--- config.mk ---
export PLATFORM = sky130hd
export DESIGN_NAME = pwu_top
export DESIGN_NICKNAME = d
export VERILOG_FILES = /design/src/pwu_pkg.sv /design/src/pwu_top.sv
export SDC_FILE = /design/constraint.sdc
export NUM_CORES = 1
export LEC_CHECK = 0
export BUFFER_PORTS_ARGS = -buffer_cell sky130_fd_sc_hd__clkbuf_2
export CORE_AREA = 3 3 176 178
export DETAILED_ROUTE_END_ITERATION = 12
export DIE_AREA = 0 0 179 181
export HOLD_SLACK_MARGIN = 0.12
export PLACE_DENSITY_LB_ADDON = 0.2
export SLEW_MARGIN = 20
export SYNTH_ARGS = -nofsm -noshare
export SYNTH_HDL_FRONTEND = slang
export SYNTH_SLANG_ARGS = --single-unit
--- constraint.sdc ---
create_clock -name clock -period 6.2 [get_ports clock]
set_input_delay 0.31 -clock clock [delete_from_list [all_inputs] [get_ports clock]]
set_output_delay 0.31 -clock clock [all_outputs]
set_load 0.01 [all_outputs]
--- src/pwu_pkg.sv ---
/*
 pwu_pkg: constants, register map, field layout and carrier types of the pwm waveform unit.
 assumes one 125 MHz clock and an AHB-Lite register bus with 32-bit single word transfers.
*/
//
// Contract
// - dma sync event pulses exactly when the interrupt would pulse.
// - leaving power-down keeps registers but idles; a new start write resumes.
// - edge trigger configured before power-down needs a fresh edge after restart.
// - run-through-halt set: waveform continues during debug suspend.
// - run-through-halt clear: suspend freezes output, counters and interrupts; an untriggered start write still opens a period at first-phase level.
// - edges seen during suspend while waiting are kept; period starts on release.
// - seven word registers decoded at offsets 00h to 18h.
// - identity register read-only with scheme, function and revision fields.
// - configuration bit 17 reads running state.
// - configuration bit 16 reads present output level.
// - configuration bit 6 gates the interrupt.
// - configuration bit 5 selects the inactive level.
// - configuration bit 4 selects first phase level; second phase opposite.
// - bits 3-2 select trigger: none, rising, falling, reserved.
// - bits 1-0 select mode: disabled, one-shot, continuous, reserved.
// - a period lasts period value plus one cycles.
// - first phase lasts the first-phase length in cycles.
// - one-shot runs repeat count plus one periods, then idles and interrupts.
// - continuous mode copies shadows at each period start, then interrupts.
package pwu_pkg;
	localparam logic [7:0] PWU_OFS_IDENT = 8'h00;
	localparam logic [7:0] PWU_OFS_SUSP  = 8'h04;
	localparam logic [7:0] PWU_OFS_CFG   = 8'h08;
	localparam logic [7:0] PWU_OFS_START = 8'h0C;
	localparam logic [7:0] PWU_OFS_RPT   = 8'h10;
	localparam logic [7:0] PWU_OFS_PER   = 8'h14;
	localparam logic [7:0] PWU_OFS_PH1   = 8'h18;
	// identity values are arbitrary, not any real part's
	localparam logic [1:0]  PWU_ID_SCHEME   = 2'h2;
	localparam logic [11:0] PWU_ID_FUNCTION = 12'h5A5;
	localparam logic [4:0]  PWU_ID_LOGICREV = 5'h03;
	localparam logic [2:0]  PWU_ID_MAJOR    = 3'h2;
	localparam logic [1:0]  PWU_ID_CUSTOM   = 2'h0;
	localparam logic [5:0]  PWU_ID_MINOR    = 6'h01;
	localparam int PWU_BIT_OPSTATE = 17;
	localparam int PWU_BIT_LEVEL   = 16;
	localparam int PWU_BIT_IRQ     = 6;
	localparam int PWU_BIT_IDLE    = 5;
	localparam int PWU_BIT_PH1     = 4;
	localparam int PWU_BIT_TRIG    = 2;
	localparam int PWU_BIT_MODE    = 0;
	localparam int PWU_BIT_FREE    = 0;
	localparam logic [1:0] PWU_MODE_OFF  = 2'h0;
	localparam logic [1:0] PWU_MODE_ONE  = 2'h1;
	localparam logic [1:0] PWU_MODE_CONT = 2'h2;
	localparam logic [1:0] PWU_TRIG_NONE = 2'h0;
	localparam logic [1:0] PWU_TRIG_RISE = 2'h1;
	localparam logic [1:0] PWU_TRIG_FALL = 2'h2;
	localparam logic [31:0] PWU_RST_WORD = 32'h0000_0000;
	localparam logic [1:0]  PWU_HTRANS_NONSEQ = 2'h2;

	typedef enum {PWU_IDLE, PWU_ARMED, PWU_RUN} pwu_state_t;

	typedef struct packed {
		logic       irq_allow;
		logic       idle_level;
		logic       phase_one_level;
		logic [1:0] trigger_edge_select;
		logic [1:0] mode;
	} pwu_cfg_t;

	typedef struct packed {
		logic        sel;
		logic [1:0]  htrans;
		logic        hwrite;
		logic [2:0]  hsize;
		logic [31:0] haddr;
	} pwu_ahb_req_t;
endpackage

--- src/pwu_top.sv ---
/*
 pwu_top: one pwm channel with its AHB-Lite register bank.
 assumes a synchronous active-high reset, one clock, an asynchronous trigger pin,
 and a power controller that pulses power_wake when the block leaves power-down.
*/
// Decided for this implementation: the AHB-Lite slave port.
`timescale 1ns/1ps
module pwu_top
	import pwu_pkg::*;
(
	// clock and reset
	input  wire logic        clock,
	input  wire logic        sys_rst,
	// ahb-lite slave
	input  wire logic        hsel,
	input  wire logic [31:0] haddr,
	input  wire logic [1:0]  htrans,
	input  wire logic        hwrite,
	input  wire logic [2:0]  hsize,
	input  wire logic [31:0] hwdata,
	input  wire logic        hready,
	output logic      [31:0] hrdata,
	output logic             hreadyout,
	output logic             hresp,
	// system
	input  wire logic        debug_suspend,
	input  wire logic        power_wake,
	input  wire logic        video_sync_input,
	// outputs
	output logic             pwm_out,
	output logic             irq,
	output logic             dma_sync_event
);
	pwu_ahb_req_t req_reg;
	pwu_cfg_t     cfg_reg;
	logic         free_reg;
	logic [7:0]   rpt_reg;
	logic [31:0]  per_reg;
	logic [31:0]  ph1_reg;
	pwu_state_t   state_reg;
	pwu_state_t   state_next;
	logic [31:0]  cnt_reg;
	logic [31:0]  sh_per_reg;
	logic [31:0]  sh_ph1_reg;
	logic [7:0]   left_reg;
	logic         level_reg;
	logic         level_next;
	logic         event_reg;
	logic         seen_reg;
	logic [2:0]   sync_reg;
	logic [31:0]  rdata_next;
	logic         pin_reg;
	logic [31:0]  gap_reg;

	// bus decode
	wire addr_phase = hsel && hready && htrans == PWU_HTRANS_NONSEQ;
	wire wr_do      = req_reg.sel && req_reg.hwrite;
	wire [7:0] wofs = req_reg.haddr[7:0];
	wire wr_susp    = wr_do && wofs == PWU_OFS_SUSP;
	wire wr_cfg     = wr_do && wofs == PWU_OFS_CFG;
	wire wr_start   = wr_do && wofs == PWU_OFS_START && hwdata[0];
	wire wr_rpt     = wr_do && wofs == PWU_OFS_RPT;
	wire wr_per     = wr_do && wofs == PWU_OFS_PER;
	wire wr_ph1     = wr_do && wofs == PWU_OFS_PH1;
	wire [7:0] rofs = haddr[7:0];
	wire [31:0] ident_word = {PWU_ID_SCHEME, 2'h0, PWU_ID_FUNCTION, PWU_ID_LOGICREV,
		PWU_ID_MAJOR, PWU_ID_CUSTOM, PWU_ID_MINOR};
	wire running = state_reg != PWU_IDLE;
	wire [31:0] cfg_word = {14'h0, running, level_reg, 9'h0, cfg_reg};

	// read mux, unmapped and write-only addresses read zero
	always_comb
	begin
		if (rofs == PWU_OFS_IDENT)
			rdata_next = ident_word;
		else if (rofs == PWU_OFS_SUSP)
			rdata_next = {31'h0, free_reg};
		else if (rofs == PWU_OFS_CFG)
			rdata_next = cfg_word;
		else if (rofs == PWU_OFS_RPT)
			rdata_next = {24'h0, rpt_reg};
		else if (rofs == PWU_OFS_PER)
			rdata_next = per_reg;
		else if (rofs == PWU_OFS_PH1)
			rdata_next = ph1_reg;
		else
			rdata_next = PWU_RST_WORD;
	end

	assign hreadyout = 1'b1;
	assign hresp     = 1'b0;

	always_ff @(posedge clock)
	begin
		if (sys_rst)
		begin
			req_reg <= '0;
			hrdata  <= PWU_RST_WORD;
		end
		else if (hready)
		begin
			req_reg <= '{addr_phase, htrans, hwrite, hsize, haddr};
			if (addr_phase && !hwrite)
				hrdata <= rdata_next;
		end
	end

	always_ff @(posedge clock)
	begin
		if (sys_rst)
		begin
			cfg_reg  <= '0;
			free_reg <= 1'b0;
			rpt_reg  <= 8'h00;
			per_reg  <= PWU_RST_WORD;
			ph1_reg  <= PWU_RST_WORD;
		end
		else
		begin
			if (wr_cfg)
				cfg_reg <= pwu_cfg_t'(hwdata[6:0]);
			if (wr_susp)
				free_reg <= hwdata[PWU_BIT_FREE];
			if (wr_rpt)
				rpt_reg <= hwdata[7:0];
			if (wr_per)
				per_reg <= hwdata;
			if (wr_ph1)
				ph1_reg <= hwdata;
		end
	end

	// trigger pin: three flops, change counts when stages two and three agree
	// pin_reg is the accepted level; a glitch seen by one stage only never counts
	always_ff @(posedge clock)
	begin
		if (sys_rst)
		begin
			sync_reg <= 3'h0;
			pin_reg  <= 1'b0;
		end
		else
		begin
			sync_reg <= {sync_reg[1:0], video_sync_input};
			if (sync_reg[1] == sync_reg[2])
				pin_reg <= sync_reg[2];
		end
	end
	wire edge_rise = sync_reg[1] && sync_reg[2] && !pin_reg;
	wire edge_fall = !sync_reg[1] && !sync_reg[2] && pin_reg;
	wire edge_hit  = (cfg_reg.trigger_edge_select == PWU_TRIG_RISE && edge_rise) ||
		(cfg_reg.trigger_edge_select == PWU_TRIG_FALL && edge_fall);

	// halt gating: freeze only when run-through-halt is clear
	wire frozen   = debug_suspend && !free_reg;
	wire mode_off = cfg_reg.mode == PWU_MODE_OFF || cfg_reg.mode == 2'h3;
	wire trig_on  = cfg_reg.trigger_edge_select == PWU_TRIG_RISE ||
		cfg_reg.trigger_edge_select == PWU_TRIG_FALL;
	wire go_now   = state_reg == PWU_ARMED && (edge_hit || seen_reg) && !frozen;
	wire per_end  = state_reg == PWU_RUN && !frozen && cnt_reg == sh_per_reg;
	wire last_per = cfg_reg.mode == PWU_MODE_ONE && left_reg == 8'h00;
	// untriggered start loads shadows and opens the first period at once
	wire start_go = state_reg == PWU_IDLE && wr_start && !mode_off && !trig_on &&
		!power_wake;
	wire load     = go_now || start_go || (per_end && !last_per);
	wire done     = per_end && last_per;
	wire fire     = cfg_reg.irq_allow && !frozen &&
		(done || (load && cfg_reg.mode == PWU_MODE_CONT));

	always_comb
	begin
		state_next = state_reg;
		case (state_reg)
			PWU_IDLE:
				if (wr_start && !mode_off)
					state_next = trig_on ? PWU_ARMED : PWU_RUN;
			PWU_ARMED:
				if (go_now)
					state_next = PWU_RUN;
			PWU_RUN:
				if (done)
					state_next = PWU_IDLE;
			default:
				state_next = PWU_IDLE;
		endcase
		if (mode_off || power_wake)
			state_next = PWU_IDLE;
	end

	// output level: phase one until count reaches its length
	always_comb
	begin
		level_next = level_reg;
		if (state_next != PWU_RUN)
			level_next = cfg_reg.idle_level;
		else if (load)
			level_next = (ph1_reg != PWU_RST_WORD) ? cfg_reg.phase_one_level
				: !cfg_reg.phase_one_level;
		else if (!frozen)
			level_next = (cnt_reg + 32'h1 < sh_ph1_reg) ? cfg_reg.phase_one_level
				: !cfg_reg.phase_one_level;
		if (frozen && state_reg == PWU_RUN && state_next == PWU_RUN)
			level_next = level_reg;
	end

	always_ff @(posedge clock)
	begin
		if (sys_rst)
		begin
			state_reg  <= PWU_IDLE;
			cnt_reg    <= PWU_RST_WORD;
			sh_per_reg <= PWU_RST_WORD;
			sh_ph1_reg <= PWU_RST_WORD;
			left_reg   <= 8'h00;
			level_reg  <= 1'b0;
			event_reg  <= 1'b0;
			seen_reg   <= 1'b0;
		end
		else
		begin
			state_reg <= state_next;
			level_reg <= level_next;
			event_reg <= fire;
			// edges kept only while armed and frozen
			seen_reg  <= state_next == PWU_ARMED && (seen_reg || (edge_hit && frozen));
			if (load)
			begin
				cnt_reg    <= PWU_RST_WORD;
				sh_per_reg <= per_reg;
				sh_ph1_reg <= ph1_reg;
				// continuous reloads keep the count fresh for a later switch to one-shot
				left_reg   <= (state_reg != PWU_RUN || cfg_reg.mode == PWU_MODE_CONT) ?
					rpt_reg : left_reg - 8'h01;
			end
			else if (state_reg == PWU_RUN && !frozen)
				cnt_reg <= cnt_reg + 32'h1;
		end
	end

	assign pwm_out        = level_reg;
	assign irq            = event_reg;
	assign dma_sync_event = event_reg;

	// checker helper: cycles since this period began, counted apart from cnt_reg
	always_ff @(posedge clock)
	begin
		if (sys_rst || state_reg != PWU_RUN || per_end)
			gap_reg <= PWU_RST_WORD;
		else if (!frozen)
			gap_reg <= gap_reg + 32'h1;
	end

	// bus side
	a_hrdata_stands: assert property (@(posedge clock) disable iff (sys_rst)
		!(hsel && hready && htrans == PWU_HTRANS_NONSEQ && !hwrite)
		|=> $stable(hrdata))
		else $error("read data changed without a read");
	a_ident_reads: assert property (@(posedge clock) disable iff (sys_rst)
		req_reg.sel && !req_reg.hwrite && req_reg.haddr[7:0] == PWU_OFS_IDENT
		|-> hrdata == ident_word)
		else $error("identity word wrong");
	a_cfg_reserved: assert property (@(posedge clock) disable iff (sys_rst)
		req_reg.sel && !req_reg.hwrite && req_reg.haddr[7:0] == PWU_OFS_CFG
		|-> hrdata[31:18] == 14'h0 && hrdata[15:7] == 9'h0)
		else $error("config reserved bits set");
	a_status_reads: assert property (@(posedge clock) disable iff (sys_rst)
		req_reg.sel && !req_reg.hwrite && req_reg.haddr[7:0] == PWU_OFS_CFG
		|-> hrdata[17] == $past(running) && hrdata[16] == $past(pwm_out))
		else $error("status bits read wrong");
	a_susp_reserved: assert property (@(posedge clock) disable iff (sys_rst)
		req_reg.sel && !req_reg.hwrite && req_reg.haddr[7:0] == PWU_OFS_SUSP
		|-> hrdata[31:1] == 31'h0)
		else $error("suspend reserved bits set");
	a_start_reads_zero: assert property (@(posedge clock) disable iff (sys_rst)
		req_reg.sel && !req_reg.hwrite && req_reg.haddr[7:0] == PWU_OFS_START
		|-> hrdata == PWU_RST_WORD)
		else $error("start register not zero");
	a_cfg_bits_read: assert property (@(posedge clock) disable iff (sys_rst)
		1'b1
		|-> cfg_word[17:16] == {running, pwm_out})
		else $error("status bits wrong");

	// events and power
	a_sync_equals_irq: assert property (@(posedge clock) disable iff (sys_rst)
		1'b1
		|-> dma_sync_event == irq)
		else $error("dma event differs from irq");
	a_irq_cause: assert property (@(posedge clock) disable iff (sys_rst)
		irq
		|-> $past(done) || $past(load))
		else $error("irq without a cause");
	a_irq_gated: assert property (@(posedge clock) disable iff (sys_rst)
		irq
		|-> $past(cfg_reg.irq_allow))
		else $error("irq while disabled");
	a_wake_idles: assert property (@(posedge clock) disable iff (sys_rst)
		power_wake
		|=> !running)
		else $error("not idle after wake");

	// waveform
	a_start_runs: assert property (@(posedge clock) disable iff (sys_rst)
		start_go
		|=> state_reg == PWU_RUN && cnt_reg == PWU_RST_WORD)
		else $error("start did not run");
	a_start_ignored: assert property (@(posedge clock) disable iff (sys_rst)
		state_reg == PWU_RUN && wr_start && !done && !mode_off && !power_wake
		|=> state_reg == PWU_RUN)
		else $error("start disturbed a run");
	a_shadow_copy: assert property (@(posedge clock) disable iff (sys_rst)
		load
		|=> sh_per_reg == $past(per_reg) && sh_ph1_reg == $past(ph1_reg))
		else $error("shadows not copied");
	a_cnt_bounded: assert property (@(posedge clock) disable iff (sys_rst)
		state_reg == PWU_RUN
		|-> cnt_reg <= sh_per_reg)
		else $error("count beyond period");
	a_per_length: assert property (@(posedge clock) disable iff (sys_rst)
		per_end
		|-> gap_reg == sh_per_reg)
		else $error("period length wrong");
	a_phase_level: assert property (@(posedge clock) disable iff (sys_rst)
		state_reg == PWU_RUN && $stable(cfg_reg)
		|-> pwm_out == ((cnt_reg < sh_ph1_reg) ? cfg_reg.phase_one_level : !cfg_reg.phase_one_level))
		else $error("phase level wrong");
	a_oneshot_ends: assert property (@(posedge clock) disable iff (sys_rst)
		done
		|=> state_reg == PWU_IDLE)
		else $error("one-shot did not stop");
	a_oneshot_irq: assert property (@(posedge clock) disable iff (sys_rst)
		done && cfg_reg.irq_allow
		|=> irq)
		else $error("one-shot end irq missing");
	a_cont_irq: assert property (@(posedge clock) disable iff (sys_rst)
		load && !frozen && cfg_reg.irq_allow && cfg_reg.mode == PWU_MODE_CONT
		|=> irq)
		else $error("period start irq missing");
	a_idle_level: assert property (@(posedge clock) disable iff (sys_rst)
		state_reg != PWU_RUN
		|-> pwm_out == $past(cfg_reg.idle_level))
		else $error("idle level wrong");
	a_mode_off_stops: assert property (@(posedge clock) disable iff (sys_rst)
		mode_off
		|=> state_reg == PWU_IDLE)
		else $error("disable ignored");
	a_off_level: assert property (@(posedge clock) disable iff (sys_rst)
		mode_off
		|=> pwm_out == $past(cfg_reg.idle_level))
		else $error("disable left wrong level");

	// trigger and halt
	a_trig_waits: assert property (@(posedge clock) disable iff (sys_rst)
		state_reg == PWU_IDLE && wr_start && trig_on && !mode_off && !power_wake
		|=> state_reg == PWU_ARMED)
		else $error("trigger not armed");
	a_armed_waits: assert property (@(posedge clock) disable iff (sys_rst)
		state_reg == PWU_ARMED && !edge_hit && !seen_reg && !mode_off && !power_wake
		|=> state_reg == PWU_ARMED)
		else $error("started without an edge");
	a_edge_kept: assert property (@(posedge clock) disable iff (sys_rst)
		state_reg == PWU_ARMED && edge_hit && frozen && !mode_off && !power_wake
		|=> seen_reg)
		else $error("edge in halt lost");
	a_kept_starts: assert property (@(posedge clock) disable iff (sys_rst)
		state_reg == PWU_ARMED && seen_reg && !frozen && !mode_off && !power_wake
		|=> state_reg == PWU_RUN)
		else $error("kept edge did not start");
	a_free_runs: assert property (@(posedge clock) disable iff (sys_rst)
		state_reg == PWU_RUN && free_reg && !mode_off && !power_wake && !per_end
		|=> cnt_reg == $past(cnt_reg) + 32'h1)
		else $error("count stalled when free");
	a_halt_freezes: assert property (@(posedge clock) disable iff (sys_rst)
		frozen && state_reg == PWU_RUN && !mode_off && !power_wake
		|=> $stable(cnt_reg) && $stable(pwm_out) && !irq)
		else $error("halt no freeze");
	a_halt_no_irq: assert property (@(posedge clock) disable iff (sys_rst)
		frozen
		|=> !irq)
		else $error("irq during halt");
	c_oneshot_done: cover property (@(posedge clock) disable iff (sys_rst)
		done && cfg_reg.mode == PWU_MODE_ONE);
	c_cont_reload: cover property (@(posedge clock) disable iff (sys_rst)
		per_end && cfg_reg.mode == PWU_MODE_CONT);
	c_trig_start: cover property (@(posedge clock) disable iff (sys_rst) go_now);
	c_edge_in_halt: cover property (@(posedge clock) disable iff (sys_rst)
		seen_reg ##1 go_now);
endmodule

==> reports/qor.csv <==
stage;metric;value;unit
hold_path;worstHoldEndpoint;state_reg[0];
timing;setup_slack;2.26;ns
floorplanning;num_rows;63;
place;place_hpwl;22400;microns
hold_path;holdCritStartpoint;power_wake;
timing;holdWs;0.177;ns
cts;cts_tree;done;
finish;nets;1644;
floorplanning;io_pins;114;
cts;clk_pin_slew;0.06;ns
setup_path;worstPathRequired;6.62;ns
timing;rsz0062_at_grt;false;
grt;grt_max_degree;116;
routing;ant_nets;0;
timing;fmax;254;MHz
synthesis;synth_edf_count;0;
setup_path;cpPeakStageDelay;0.49;ns
cts;clockBufferDepth;3;
finish;fin_cells;1939;
place;placed_cell_area;12400;sq um
floorplanning;dieArea;32400;sq um
setup_path;cp_data_arrival_time;4.36;ns
cts;cts_sinks;265;
place;numPortBuffers;84;
floorplanning;coreArea;29600;sq um
floorplanning;start_util;0.396;
routing;drc;0;
synthesis;synth_largest_area_cell;dfxtp_1;
finish;utilization;0.474;
cts;clk_latency;0.54;ns
finish;area_growth_syn_to_layout;19.7;%
setup_path;ff2ff_path_depth;14;
routing;wl_per_cell;17.1;microns
timing;relSlewSlack;0.372;
synthesis;synth_area_leaders;dfxtp_1, nand2_1, a21oi_1, xor2_1, ha_1;
routing;drt_iter0_markers;839;
synthesis;ys_seq_elements;265;
grt;grt_pass1_wl;52900;microns
setup_path;worstSetupPathType;reg2reg;
setup_path;rrSetupSlack;2.26;ns
timing;setup-tns-final;0;ns
timing;fin_crit_sh;0.635;
power;internal-power;3.10;mW
timing;finalClockSkew;0.0110;ns
timing;setup_viol;0;
timing;hold_viol_final;0;
synthesis;synth_most_common_cell;nand2_1;
floorplanning;die_height;181;microns
grt;grt_util_all_layers;0.203;
place;dp_slack;2.23;ns
power;pwr-share-clk;0.530;
setup_path;critPathLaunchType;register;
routing;wl;33100;microns
finish;num_antenna_cells;0;
flow_run;drv_cap;0;
power;leakagePower;5.53;nW
timing;tightest_slew;0.942;ns
synthesis;synth_cell_types;64;
finish;regArea;5310;sq um
setup_path;path_cells;and3_1, nand3_4, nor4_2, nand3_1, nor4_1, xor2_1, ha_1, and4_1, a221oi_1, o21ai_0, a21oi_1, mux2i_1, mux2i_1, nand3_1;
setup_path;end_kind;register;
synthesis;yosys-top-cells-count;nand2_1, dfxtp_1, a21oi_1;
setup_path;critical-path-slowest-cell;dfxtp_1;
power;comb_power_share;0.027;
cts;cts_resized;0;
synthesis;synthCells;1427;
power;power_density;278;nW/um^2
status;status;complete, no violations;
synthesis;syn_area;11700;sq um
grt;grt-ovfl-total;0;
setup_path;path_max_fanout;7;
timing;slew_viol_final;0;
timing;period_needed;3.94;ns
synthesis;async_reset_ff_frac;0;
power;ir_worst_vdd;224;uV
routing;dr.pass1.iters;7;
synthesis;syn_area_per_cell;8.21;sq um
routing;viasPerCell;5.16;
place;globalplace.congestion;0.889;
hold_path;hold_path_class;in2reg;
grt;antenna_found_initial;1;
synthesis;seq_area_frac_synth;0.453;
hold_path;worstHoldPathCells;3;
power;pwr-share-seq;0.443;
synthesis;synthDominantCellAreaShare;0.453;
cts;clock-root-buffer;clkbuf_16;
setup_path;regToRegStartpoint;cnt_reg[8];
cts;cts_max_level;1;
finish;fill_cells;2861;
power;switching_share;0.204;
cts;cts_buffers;29;
grt;grt_pass1_vias;9565;
power;power;3.89;mW
finish;multiInputGateArea;5980;sq um
finish;drive_above_1_share;0.105;
power;p_sw;0.793;mW
place;dp_cells;1844;
setup_path;reg2reg_to;pwm_out;
synthesis;ys.flop_type;dfxtp_1;
synthesis;ys_warn_count;0;
routing;num_vias;10000;
setup_path;path_buf_inv;0;
finish;stdcell_area;14000;sq um
floorplanning;die_width;179;microns
setup_path;cp_top_family;simple AND/OR/NAND/NOR gates;
## placed cells by master, fill, tap and decap left out, types with 32 or more instances in the layout
cell type,netlist,final
ha_1,40,40
conb_1,2,32
inv_1,46,46
a21oi_1,164,164
clkbuf_2,2,83
dlygate4sd3_1,0,42
dfxtp_1,265,265
nand2_1,314,313
xor2_1,60,60
nor2_1,122,121
## worst min-delay path, cell delays in order
cell and delay, ns:
clkbuf_2 0.11, nor4_1 0.07, and3b_1 0.17
## repair_timing
item | CTS | global route
setup buffers | 0 | 0
hold endpoints to repair | 85 | 0
endpoints found under the setup margin | 0 | 0
hold buffers | 42 | 0
## worst max path at each step
stage | startpoint | to | slack [ns] | cells past startpoint
2_1_floorplan | cnt_reg[0] | pwm_out | 2.98 | 17
3_5_place_dp | cnt_reg[8] | pwm_out | 2.23 | 14
3_3_place_gp | cnt_reg[15] | pwm_out | 2.31 | 14
6_report | cnt_reg[8] | pwm_out | 2.26 | 14
5_1_grt | cnt_reg[8] | pwm_out | 1.90 | 14
4_1_cts | cnt_reg[8] | pwm_out | 2.22 | 14
## cell families (layout without fill, tap and decap cells)
family,Yosys count,in the layout,share of synthesized area
flops,265,265,0.453
xor+xnor,90,90,0.0673
compound gates,262,262,0.133
simple gates,595,595,0.229
other cells,2,32,0.000641
fa+ha+maj,40,40,0.0427
buf+inv,143,235,0.0494
mux,30,30,0.0256
## power groups by stage
| stage | Combinational, mW | Sequential (mW) | Clock (mW) |
|---|---|---|---|
| final | 0.104 | 1.73 | 2.06 |
| after floorplan | 0.0431 | 1.76 | 0 |
| after detailed placement | 0.0821 | 1.76 | 0 |
| after CTS | 0.103 | 1.73 | 2.09 |
| after global placement | 0.0821 | 1.76 | 0 |
| after global routing | 0.115 | 1.73 | 2.16 |
## layer usage
metal / GRT usage / part of all wire / vias to the layer above
met5: 0 / 0 / -
met4: 0.0546 / 0.025 / 0
met3: 0.0254 / 0.048 / 57
met2: 0.318 / 0.45 / 252
met1: 0.294 / 0.47 / 4704
li1: - / - / 4999
## cell type report
cell class | count | area share
clock buffers | 34 | 0.0546
clock inverters | 19 | 0.0273
inverters | 47 | 0.0126
multi-input cells | 1049 | 0.427
flip-flops and latches | 265 | 0.379
well taps | 390 | 0.0348
repair buffers | 135 | 0.0653
Power figures use the tool's default switching activity.
